## src/clkgen_pkg.sv

```systemverilog
// Purpose: constants for the cpu clock generator and standby control
// Assumes: single system clock, oscillators arrive as enable pulses
// Notes:   register layouts and switch delays in machine cycles
package clkgen_pkg;

    // -------------------------------------------------------------------
    // register layout
    // -------------------------------------------------------------------
    localparam logic [3:0] CPU_CLK_CTRL_RESET = 4'h0;
    localparam logic [3:0] SYS_CLK_CTRL_RESET = 4'h0;
    localparam int         CPU_SEL_LSB        = 0;
    localparam int         HALT_BIT           = 2;
    localparam int         STOP_BIT           = 3;
    localparam int         SUB_SEL_BIT        = 0;
    localparam int         MAIN_OFF_BIT       = 3;

    // -------------------------------------------------------------------
    // cpu clock select codes
    // -------------------------------------------------------------------
    localparam logic [1:0] SEL_DIV64 = 2'h0;
    localparam logic [1:0] SEL_DIV16 = 2'h1;
    localparam logic [1:0] SEL_DIV8  = 2'h2;
    localparam logic [1:0] SEL_DIV4  = 2'h3;

    // -------------------------------------------------------------------
    // main clock dividers and subsystem divider
    // -------------------------------------------------------------------
    localparam logic [11:0] DIV64_MASK = 12'h03F;
    localparam logic [11:0] DIV16_MASK = 12'h00F;
    localparam logic [11:0] DIV8_MASK  = 12'h007;
    localparam logic [11:0] DIV4_MASK  = 12'h003;
    localparam logic [1:0]  SUB_DIV_MASK = 2'h3;

    // -------------------------------------------------------------------
    // switch delay, machine cycles of the old clock
    // -------------------------------------------------------------------
    localparam logic [4:0] SW_DLY_MIN   = 5'h01;
    localparam logic [4:0] SW_DLY_DIV16 = 5'h04;
    localparam logic [4:0] SW_DLY_DIV8  = 5'h08;
    localparam logic [4:0] SW_DLY_MAX   = 5'h10;

    // subsystem cycle time, 4 periods of 32.768 kHz
    localparam real SUB_CYCLE_US = 122.0;

endpackage

```

## src/cpu_clock_generator_standby.sv

```systemverilog
// Purpose: cpu clock selection, peripheral clock division, standby control
// Assumes: i_main_osc_tick / i_sub_osc_tick are one-cycle pulses per osc period
// Notes:   clocks leave the block as one-cycle enables on i_sys_clk
//          stop and main-off are the only ways to silence the main oscillator
`timescale 1ns/1ps

module cpu_clock_generator_standby
    import clkgen_pkg::*;
(
    input  wire logic        i_sys_clk,
    input  wire logic        i_reset,
    input  wire logic        i_main_osc_tick,
    input  wire logic        i_sub_osc_tick,
    input  wire logic        i_cpu_wr,
    input  wire logic [3:0]  i_cpu_wdata,
    input  wire logic        i_sys_bit_wr,
    input  wire logic        i_sys_bit_sel,
    input  wire logic        i_sys_bit_val,
    input  wire logic        i_stop_exec,
    input  wire logic        i_halt_exec,
    input  wire logic        i_bank_enable_flag,
    input  wire logic        i_standby_release,
    output logic [3:0]       o_cpu_clock_ctrl_reg,
    output logic [3:0]       o_sys_clock_ctrl_reg,
    output logic             o_cpu_clk_en,
    output logic             o_cpu_on_sub,
    output logic             o_main_osc_enable,
    output logic [11:0]      o_periph_clk_en,
    output logic             o_periph_enable,
    output logic             o_watch_clk_en,
    output logic             o_stop_mode,
    output logic             o_halt_mode
);

    // -------------------------------------------------------------------
    // state
    // -------------------------------------------------------------------
    // all state lives in one struct: one comb copy, one flop copy
    typedef struct packed {
        logic [3:0]  cpu_ctrl;
        logic [3:0]  sys_ctrl;
        logic [1:0]  act_sel;
        logic        act_sub;
        logic [4:0]  sw_cnt;
        logic [11:0] main_div;
        logic [1:0]  sub_div;
        logic        cpu_en;
        logic [11:0] per_en;
        logic        watch_en;
    } state_t;

    state_t s_q;
    state_t s_d;

    logic [11:0] sel_mask;
    logic        main_tick;
    logic        cyc_tick;
    logic        cur_sub;
    logic        cur_halt;
    logic [11:0] per_tick;

    // bank enable only steers data addressing; standby never looks at it
    logic        unused_bank;
    assign unused_bank = i_bank_enable_flag;

    // main oscillator ticks vanish once its generation is terminated
    assign main_tick = i_main_osc_tick & ~s_q.sys_ctrl[MAIN_OFF_BIT];

    // -------------------------------------------------------------------
    // peripheral taps
    // -------------------------------------------------------------------
    // tap n fires on the main tick that closes 2^(n+1) main periods;
    // taps go quiet on the subsystem clock, where main may be switched off
    for (genvar g = 0; g < 12; g++) begin : g_per_tap
        assign per_tick[g] = main_tick & (&s_q.main_div[g:0]) & ~s_q.act_sub;
    end

    // -------------------------------------------------------------------
    // next state
    // -------------------------------------------------------------------
    always_comb begin
        s_d = s_q;
        // sel_mask holds the divider taps that close one machine cycle on main
        case (s_q.act_sel)
            SEL_DIV64: sel_mask = DIV64_MASK;
            SEL_DIV16: sel_mask = DIV16_MASK;
            SEL_DIV8:  sel_mask = DIV8_MASK;
            SEL_DIV4:  sel_mask = DIV4_MASK;
            default:   sel_mask = DIV64_MASK;
        endcase
        cur_sub  = s_q.act_sub;
        cur_halt = s_q.cpu_ctrl[HALT_BIT];
        cyc_tick = 1'h0;

        // divider chain on the main oscillator
        if (main_tick) begin
            s_d.main_div = s_q.main_div + 12'h001;
        end
        // the subsystem divider has no off switch: cpu on sub needs it; watch uses the raw sub tick
        if (i_sub_osc_tick) begin
            s_d.sub_div = s_q.sub_div + 2'h1;
        end

        // machine cycle of the clock actually in use
        if (cur_sub) begin
            cyc_tick = i_sub_osc_tick && (s_q.sub_div == SUB_DIV_MASK);
        end else begin
            cyc_tick = main_tick && ((s_q.main_div & sel_mask) == sel_mask);
        end
        // stop freezes the cpu and main oscillator, halt freezes the cpu only
        s_d.cpu_en = cyc_tick & ~cur_halt & ~s_q.cpu_ctrl[STOP_BIT];

        // peripheral clocks: bit n is main/2^(n+1); dead on subsystem
        s_d.per_en   = per_tick;
        s_d.watch_en = i_sub_osc_tick;

        // pending clock change: old clock kept for a number of cycles
        // both selects move on a machine cycle edge of the old clock; the new
        // clock's divider is not restarted, so its first cycle can be a runt
        if ((s_q.cpu_ctrl[1:0] != s_q.act_sel) || (s_q.sys_ctrl[SUB_SEL_BIT] != s_q.act_sub)) begin
            if (cyc_tick) begin
                if (s_q.sw_cnt <= SW_DLY_MIN) begin
                    s_d.act_sel = s_q.cpu_ctrl[1:0];
                    s_d.act_sub = s_q.sys_ctrl[SUB_SEL_BIT];
                    s_d.sw_cnt  = SW_DLY_MAX;
                end else begin
                    s_d.sw_cnt = s_q.sw_cnt - 5'h01;
                end
            end
        end else begin
            // old setting decides the wait: slower clocks need fewer cycles
            case (s_q.act_sel)
                SEL_DIV64: s_d.sw_cnt = SW_DLY_MIN;
                SEL_DIV16: s_d.sw_cnt = SW_DLY_DIV16;
                SEL_DIV8:  s_d.sw_cnt = SW_DLY_DIV8;
                SEL_DIV4:  s_d.sw_cnt = SW_DLY_MAX;
                default:   s_d.sw_cnt = SW_DLY_MIN;
            endcase
            if (s_q.act_sub) begin
                s_d.sw_cnt = SW_DLY_MIN;
            end
        end

        // processor clock control register
        // a write never sets the standby bits; only the instructions do
        if (i_cpu_wr) begin
            s_d.cpu_ctrl = {2'h0, i_cpu_wdata[1:0]};
        end
        if (i_halt_exec) begin
            s_d.cpu_ctrl[HALT_BIT] = 1'h1;
        end
        // stop would kill the main oscillator, so it is refused once the
        // subsystem clock is in use or already selected
        if (i_stop_exec && !cur_sub && !s_q.sys_ctrl[SUB_SEL_BIT]) begin
            s_d.cpu_ctrl[STOP_BIT] = 1'h1;
        end
        // release wins over a write, loses to a new standby instruction
        if (i_standby_release && !i_stop_exec && !i_halt_exec) begin
            s_d.cpu_ctrl[HALT_BIT] = 1'h0;
            s_d.cpu_ctrl[STOP_BIT] = 1'h0;
        end

        // system clock control: one bit per manipulation
        // main-off may only be set while the cpu already runs on the
        // subsystem clock; clearing it is always allowed
        if (i_sys_bit_wr) begin
            if (!i_sys_bit_sel) begin
                s_d.sys_ctrl[SUB_SEL_BIT] = i_sys_bit_val;
            end else if (!i_sys_bit_val || cur_sub) begin
                s_d.sys_ctrl[MAIN_OFF_BIT] = i_sys_bit_val;
            end
        end
    end

    // -------------------------------------------------------------------
    // registers
    // -------------------------------------------------------------------
    always_ff @(posedge i_sys_clk or posedge i_reset) begin
        if (i_reset) begin
            // clear the whole struct, then the fields with named resets
            s_q          <= '0;
            s_q.cpu_ctrl <= CPU_CLK_CTRL_RESET;
            s_q.sys_ctrl <= SYS_CLK_CTRL_RESET;
            s_q.act_sel  <= SEL_DIV64;
            s_q.sw_cnt   <= SW_DLY_MIN;
        end else begin
            s_q <= s_d;
        end
    end

    // -------------------------------------------------------------------
    // outputs
    // -------------------------------------------------------------------
    assign o_cpu_clock_ctrl_reg = s_q.cpu_ctrl;
    assign o_sys_clock_ctrl_reg = s_q.sys_ctrl;
    assign o_cpu_clk_en         = s_q.cpu_en;
    assign o_cpu_on_sub         = s_q.act_sub;
    // oscillator enable is decoded from flops only, so it cannot glitch
    assign o_main_osc_enable    = ~s_q.sys_ctrl[MAIN_OFF_BIT] & ~s_q.cpu_ctrl[STOP_BIT];
    assign o_periph_clk_en      = s_q.per_en;
    // peripherals lose their clock source once the cpu is on the subsystem
    assign o_periph_enable      = ~s_q.act_sub;
    assign o_watch_clk_en       = s_q.watch_en;
    assign o_stop_mode          = s_q.cpu_ctrl[STOP_BIT];
    assign o_halt_mode          = s_q.cpu_ctrl[HALT_BIT];

endmodule

```

## config.mk

```make
export PLATFORM = sky130hd
export DESIGN_NAME = cpu_clock_generator_standby
export DESIGN_NICKNAME = d
export VERILOG_FILES = /design/src/clkgen_pkg.sv /design/src/cpu_clock_generator_standby.sv
export SDC_FILE = /design/constraint.sdc
export NUM_CORES = 1
export LEC_CHECK = 0
export BUFFER_PORTS_ARGS = -buffer_cell sky130_fd_sc_hd__buf_4
export CELL_PAD_IN_SITES_DETAIL_PLACEMENT = 1
export CELL_PAD_IN_SITES_GLOBAL_PLACEMENT = 1
export CORE_ASPECT_RATIO = 0.7
export CORE_UTILIZATION = 45
export CTS_CLUSTER_SIZE = 40
export DETAILED_ROUTE_END_ITERATION = 7
export PLACE_DENSITY = 0.87
export SKIP_LAST_GASP = 1
export SYNTH_ARGS = -nofsm -noshare
export SYNTH_HDL_FRONTEND = slang
export SYNTH_SLANG_ARGS = --single-unit
```

## constraint.sdc

```tcl
create_clock -name i_sys_clk -period 4.6 [get_ports i_sys_clk]
set_input_delay 0 -clock i_sys_clk [delete_from_list [all_inputs] [get_ports i_sys_clk]]
set_output_delay 0 -clock i_sys_clk [all_outputs]
set_load 0.005 [all_outputs]
```

==> flow_summary.json, run 1 <==
{
  "required_ns": 4.79,
  "vias_per_cell": 5.29,
  "cts_inserted_buffers": 5,
  "overflow": 0,
  "min_period_over_period_pct": 47.0,
  "critPathMaxFanout": 9,
  "ys_ff_latch": 42,
  "slew-limit-headroom_pct": 40.9,
  "dr.pass1.iters": 4,
  "postLayoutCellArea_um2": 2470,
  "insertion_delay_ns": 0.30,
  "fmaxAchievable_mhz": 462,
  "cts_buffer_depth": 2,
  "fillers": 479,
  "antenna_found_initial": 0,
  "pin_count": 43,
  "root_buffer": "clkbuf_8",
  "portBuffers": 37,
  "syn_to_final_growth_pct": 21.2,
  "cts_hold_buf": 13,
  "synth.distinct_cells": 40,
  "h-tree-depth": 2,
  "skew_ns": 0.0112,
  "min_path_type": "in -> reg",
  "grt_usage_pct": 22.2,
  "avgSynthCellArea_um2": 11.1,
  "timing.hold.ws_ns": 0.0378,
  "grt_max_degree": 43,
  "clock_sinks": 42,
  "dp_slack_ns": 2.46,
  "place_area_um2": 2230,
  "fin_cells": 277,
  "wire_per_inst_um": 16.2,
  "crit_arrival_ns": 2.35,
  "n_antenna_cell": 0,
  "start_kind": "flip-flop",
  "grt_pass1_vias": 1596,
  "first_iter_violations": 61,
  "yosys.area.top_type": "dfrtp_1",
  "setup_slack_ns": 2.44,
  "yosys.area.top_type_share_pct": 50.2,
  "place_congestion": 0.739,
  "rsz0062_at_grt": "false",
  "synth.yosys.warnings": 0,
  "finalNetCount": 244,
  "syn-cell-area_um2": 2040,
  "p_leak_nw": 1.24,
  "coreArea_um2": 4350,
  "start_util_pct": 46.9,
  "layout-drive-gt1-share_pct": 27.9,
  "largest_register_ffs": 21,
  "rows": 20,
  "seqCellArea_um2": 1050,
  "slew_violations": 0,
  "period_needed_ns": 2.16,
  "dp_hpwl_um": 3150,
  "final_cell_mix": "dfrtp_1 (41), buf_4 (38), nor2_1 (17), dlygate4sd3_1 (13), inv_1 (11)",
  "die_h_um": 58.4,
  "synth-seq-area-share_pct": 51.5,
  "grt_pass1_wl_um": 7650,
  "cts_tree": "done",
  "maxCapViolations": 0,
  "path_clk_slew_ns": 0.08,
  "drt_wl_total_um": 4490,
  "multi_input_area_um2": 787,
  "synth.area.top_cells": "dfrtp_1 (50%), buf_4 (7.4%), mux2_2 (5.5%)",
  "path_class": "reg -> reg",
  "max-vdd-ir-drop_mv": 0.214,
  "post_cts_resized": 0,
  "final_common_cell": "dfrtp_1",
  "setup_violations": 0,
  "outcome": "complete, no violations",
  "final_util_pct": 56.8,
  "die_area_um2": 4820,
  "power_density_nw_per_um2": 451,
  "ant_nets": 0,
  "reg2reg_slack_ns": 2.44,
  "die_w_um": 82.5,
  "setup_tns_ns": 0,
  "num_vias": 1464,
  "post_cts_buffers": 0,
  "synthCells": 184,
  "drc": 0,
  "tightest_slew_ns": 0.885,
  "finalHoldViolCount": 0,
  "worst_setup_path_end_kind": "flip-flop",
  "dp.cells": 256,
  "total_power_mw": 1.12
}
## routing by layer
metal / track usage [%] / vias to the layer above / wire [um]
met5: 0 / - / 0
met4: 10.6 / 0 / 113
met3: 4.81 / 10 / 212
met2: 35.7 / 46 / 2040
met1: 29.0 / 722 / 2130
li1: - / 686 / -
## critical path, stage by stage (launching register included)
cell       delay (ns)
dfrtp_1          0.44
ha_1             0.30
nand4bb_4        0.13
o41a_4           0.50
nand2b_4         0.17
or3_1            0.30
a31o_1           0.22
## cell families after synthesis
kind of cell,after synthesis,synth area share [%]
compound gates,19,6.99
simple gates,60,16.1
buf+inv,33,10.1
mux,12,6.50
fa+ha+maj,7,4.29
flops,42,51.5
other cells,1,0.184
xor+xnor,10,4.29
## cell usage after synthesis
library cell  instances
nand4bb_4             1
o21a_1                1
o311ai_0              1
nand3_1               8
nand4_1               2
a31o_2                1
mux2i_1               2
nor2_1               17
mux2_2               10
and2b_2               1
ha_1                  7
buf_6                 1
o31ai_1               1
a211oi_1              1
nor3_1                7
a21oi_1               4
nor2b_1               2
conb_1                1
xnor2_1               5
clkbuf_1              1
or3_1                 2
a31oi_1               2
nor4_1                1
dfrtp_1              41
a22oi_1               1
and2_1                4
dfstp_2               1
nand2_1               7
o221ai_1              1
o41a_4                1
o21ai_0               3
o32ai_1               1
nand2b_1              1
xor2_1                5
inv_1                11
a31o_1                1
and3_1                5
nand2b_4              1
or3_2                 1
buf_4                20
## final timing paths
path / from / endpoint / cells after the start
max in group asynchronous: i_reset / s_q[28] / 4
max: s_q[16] / s_q[32] / 6
min reg2reg: s_q[22] / s_q[22] / 1
min in group asynchronous: i_reset / o_cpu_clock_ctrl_reg[0] / 4
max reg2reg: s_q[16] / s_q[32] / 6
min: i_standby_release / o_cpu_clock_ctrl_reg[3] / 4
## layout make-up
| class | count | area share [%] |
|---|---|---|
| Clock inverter | 2 | 1.52 |
| Tap cell | 55 | 2.78 |
| Multi-Input combinational cell | 110 | 31.8 |
| Clock buffer | 6 | 2.93 |
| Inverter | 11 | 1.67 |
| Timing Repair Buffer | 51 | 16.8 |
| Sequential cell | 42 | 42.5 |
## where the power goes
part           switching, mW  internal, mW  total [mW]
clock                  0.129         0.162       0.291
combinational          0.140         0.155       0.295
sequential            0.0894         0.440       0.530
(Power assumes the default switching activity.)
==> inputs of run 2 (changes only) <==
--- a/config.mk
+++ b/config.mk
@@ -9,10 +9,10 @@
 export CELL_PAD_IN_SITES_DETAIL_PLACEMENT = 1
 export CELL_PAD_IN_SITES_GLOBAL_PLACEMENT = 1
 export CORE_ASPECT_RATIO = 0.7
-export CORE_UTILIZATION = 45
+export CORE_UTILIZATION = 42
 export CTS_CLUSTER_SIZE = 40
 export DETAILED_ROUTE_END_ITERATION = 7
-export PLACE_DENSITY = 0.87
+export PLACE_DENSITY = 0.83
 export SKIP_LAST_GASP = 1
 export SYNTH_ARGS = -nofsm -noshare
 export SYNTH_HDL_FRONTEND = slang
==> constraint.sdc (replaced) <==
create_clock -name i_sys_clk -period 2.15 [get_ports i_sys_clk]
set_input_delay 0 -clock i_sys_clk [delete_from_list [all_inputs] [get_ports i_sys_clk]]
set_output_delay 0 -clock i_sys_clk [all_outputs]
set_load 0.005 [all_outputs]
==> flow_summary.json, run 2 (synthesis gave the netlist of run 1 again) <==
{
  "pin_count": 43,
  "cts_inserted_buffers": 5,
  "root_buffer": "clkbuf_8",
  "cts_tree": "done",
  "route.met2.wl_um": 2070,
  "power_density_nw_per_um2": 966,
  "largest_register_ffs": 21,
  "finalHoldViolCount": 0,
  "maxCapViolations": 0,
  "slowest_stage": "o41a_4",
  "overflow": 0,
  "slew-limit-headroom_pct": 57.7,
  "wl_met3_um": 165,
  "p_leak_nw": 1.27,
  "wl_met1_um": 2200,
  "setup_tns_ns": 0,
  "drt_wl_total_um": 4490,
  "die_w_um": 85.3,
  "layout-drive-gt1-share_pct": 30.5,
  "die_h_um": 60.3,
  "top_layer_used": "met4",
  "path_cells": "ha_1, nand4bb_4, o41a_4, nand2b_4, or3_1, a31o_1",
  "period_needed_ns": 2.04,
  "wire_per_inst_um": 16.0,
  "final_cell_mix": "buf_4 (43), dfrtp_1 (41), nor2_1 (17), dlygate4sd3_1 (12), inv_1 (11)",
  "critical-path-top-delay-family": "compound AO/OA/AOI/OAI gates",
  "setup_slack_ns": 0.110,
  "cpPeakStageDelay_ns": 0.49,
  "start_util_pct": 45.3,
  "portBuffers": 37,
  "outcome": "complete, no violations",
  "worst_setup_path_end_kind": "flip-flop",
  "critPathMaxFanout": 9,
  "post_cts_buffers": 0,
  "num_vias": 1426,
  "path_class": "reg -> reg",
  "finalNetCount": 248,
  "path_clk_slew_ns": 0.09,
  "total_power_mw": 2.42,
  "grt_usage_pct": 19.9,
  "skew_ns": 0.0105,
  "clock_sinks": 42,
  "final_util_pct": 55.7,
  "cts_buffer_depth": 2,
  "vias_per_cell": 5.07,
  "final_common_cell": "buf_4",
  "tightest_slew_ns": 0.635,
  "dp_slack_ns": 0.0962,
  "antenna_found_initial": 0,
  "coreArea_um2": 4500,
  "rows": 20,
  "max-vdd-ir-drop_mv": 0.409,
  "h-tree-depth": 2,
  "ant_nets": 0,
  "insertion_delay_ns": 0.30,
  "grt_max_degree": 43,
  "dp_hpwl_um": 3140,
  "crit_arrival_ns": 2.24,
  "required_ns": 2.35,
  "drc": 0,
  "grt_pass1_vias": 1535,
  "start_kind": "flip-flop",
  "fmaxAchievable_mhz": 490,
  "first_iter_violations": 58,
  "grt_pass1_wl_um": 7530,
  "cp.buffers_inverters": 0,
  "die_area_um2": 5150,
  "n_antenna_cell": 0,
  "slew_violations": 0,
  "min_period_over_period_pct": 94.9,
  "rsz0062_at_grt": "false",
  "place_congestion": 0.823,
  "min_path_type": "in -> reg",
  "syn_to_final_growth_pct": 22.8,
  "setup_violations": 0,
  "dr.pass1.iters": 4
}
-- run 2: repair_timing --
action | 4_1_cts | 5_1_grt
endpoints found under the setup margin | 0 | 1
gates resized for setup | 0 | 1
hold endpoints to repair | 50 | 0
hold buffers | 12 | 0
-- run 2: through the flow --
| step | cell area, um2 | hold slack, ns | cells |
|---|---|---|---|
| final | 2510 | 0.0151 | 281 |
| after global routing | 2510 | 0.0174 | 281 |
| after CTS | 2500 | 0.0132 | 281 |
| after detailed placement | 2270 | 0.152 | 261 |
| after global placement | 2270 | 0.147 | 261 |
| after floorplan | 2050 | 0.0314 | 185 |
-- run 2: layout make-up --
type / instances / area [um2]
clock buffer: 5 / 68.8
multi-input combinational: 110 / 793
sequential: 42 / 1050
tap: 55 / 68.8
fill: 496 / 2000
clock inverter: 3 / 40.0
timing repair buffer: 55 / 443
inverter: 11 / 41.3
-- run 2: where the power goes --
group | switching (mW) | internal [mW] | leakage [nW] | total, mW
sequential | 0.153 | 0.942 | 0.551 | 1.10
combinational | 0.337 | 0.367 | 0.656 | 0.704
clock | 0.280 | 0.342 | 0.0579 | 0.622
total | 0.770 | 1.65 | 1.27 | 2.42
-- run 2: layer usage --
metal,GRT usage (%),vias up
li1,-,690
met1,27.2,694
met2,32.7,37
met3,4.08,5
met4,6.43,0
met5,0,-
-- run 2: final timing paths --
kind                                   startpoint                      end  slack [ns]  cells after the start
worst max-delay path                      s_q[17]                  s_q[32]        0.11                      6
worst min-delay path            i_standby_release  o_cpu_clock_ctrl_reg[3]        0.02                      4
worst max register to register            s_q[17]                  s_q[32]        0.11                      6
worst min register to register            s_q[27]                  s_q[27]        0.47                      1
max in group asynchronous                 i_reset                  s_q[28]        1.37                      4
min in group asynchronous                 i_reset  o_cpu_clock_ctrl_reg[3]        0.39                      4
-- run 2: worst register-to-register path: cells and delay by family, from the launching register on --
family                     cells  cell delay (ns)
adders and majority gates      1             0.25
AOI/OAI and AO/OA              2             0.70
DFF                            1             0.39
and+or+nand+nor                3             0.60
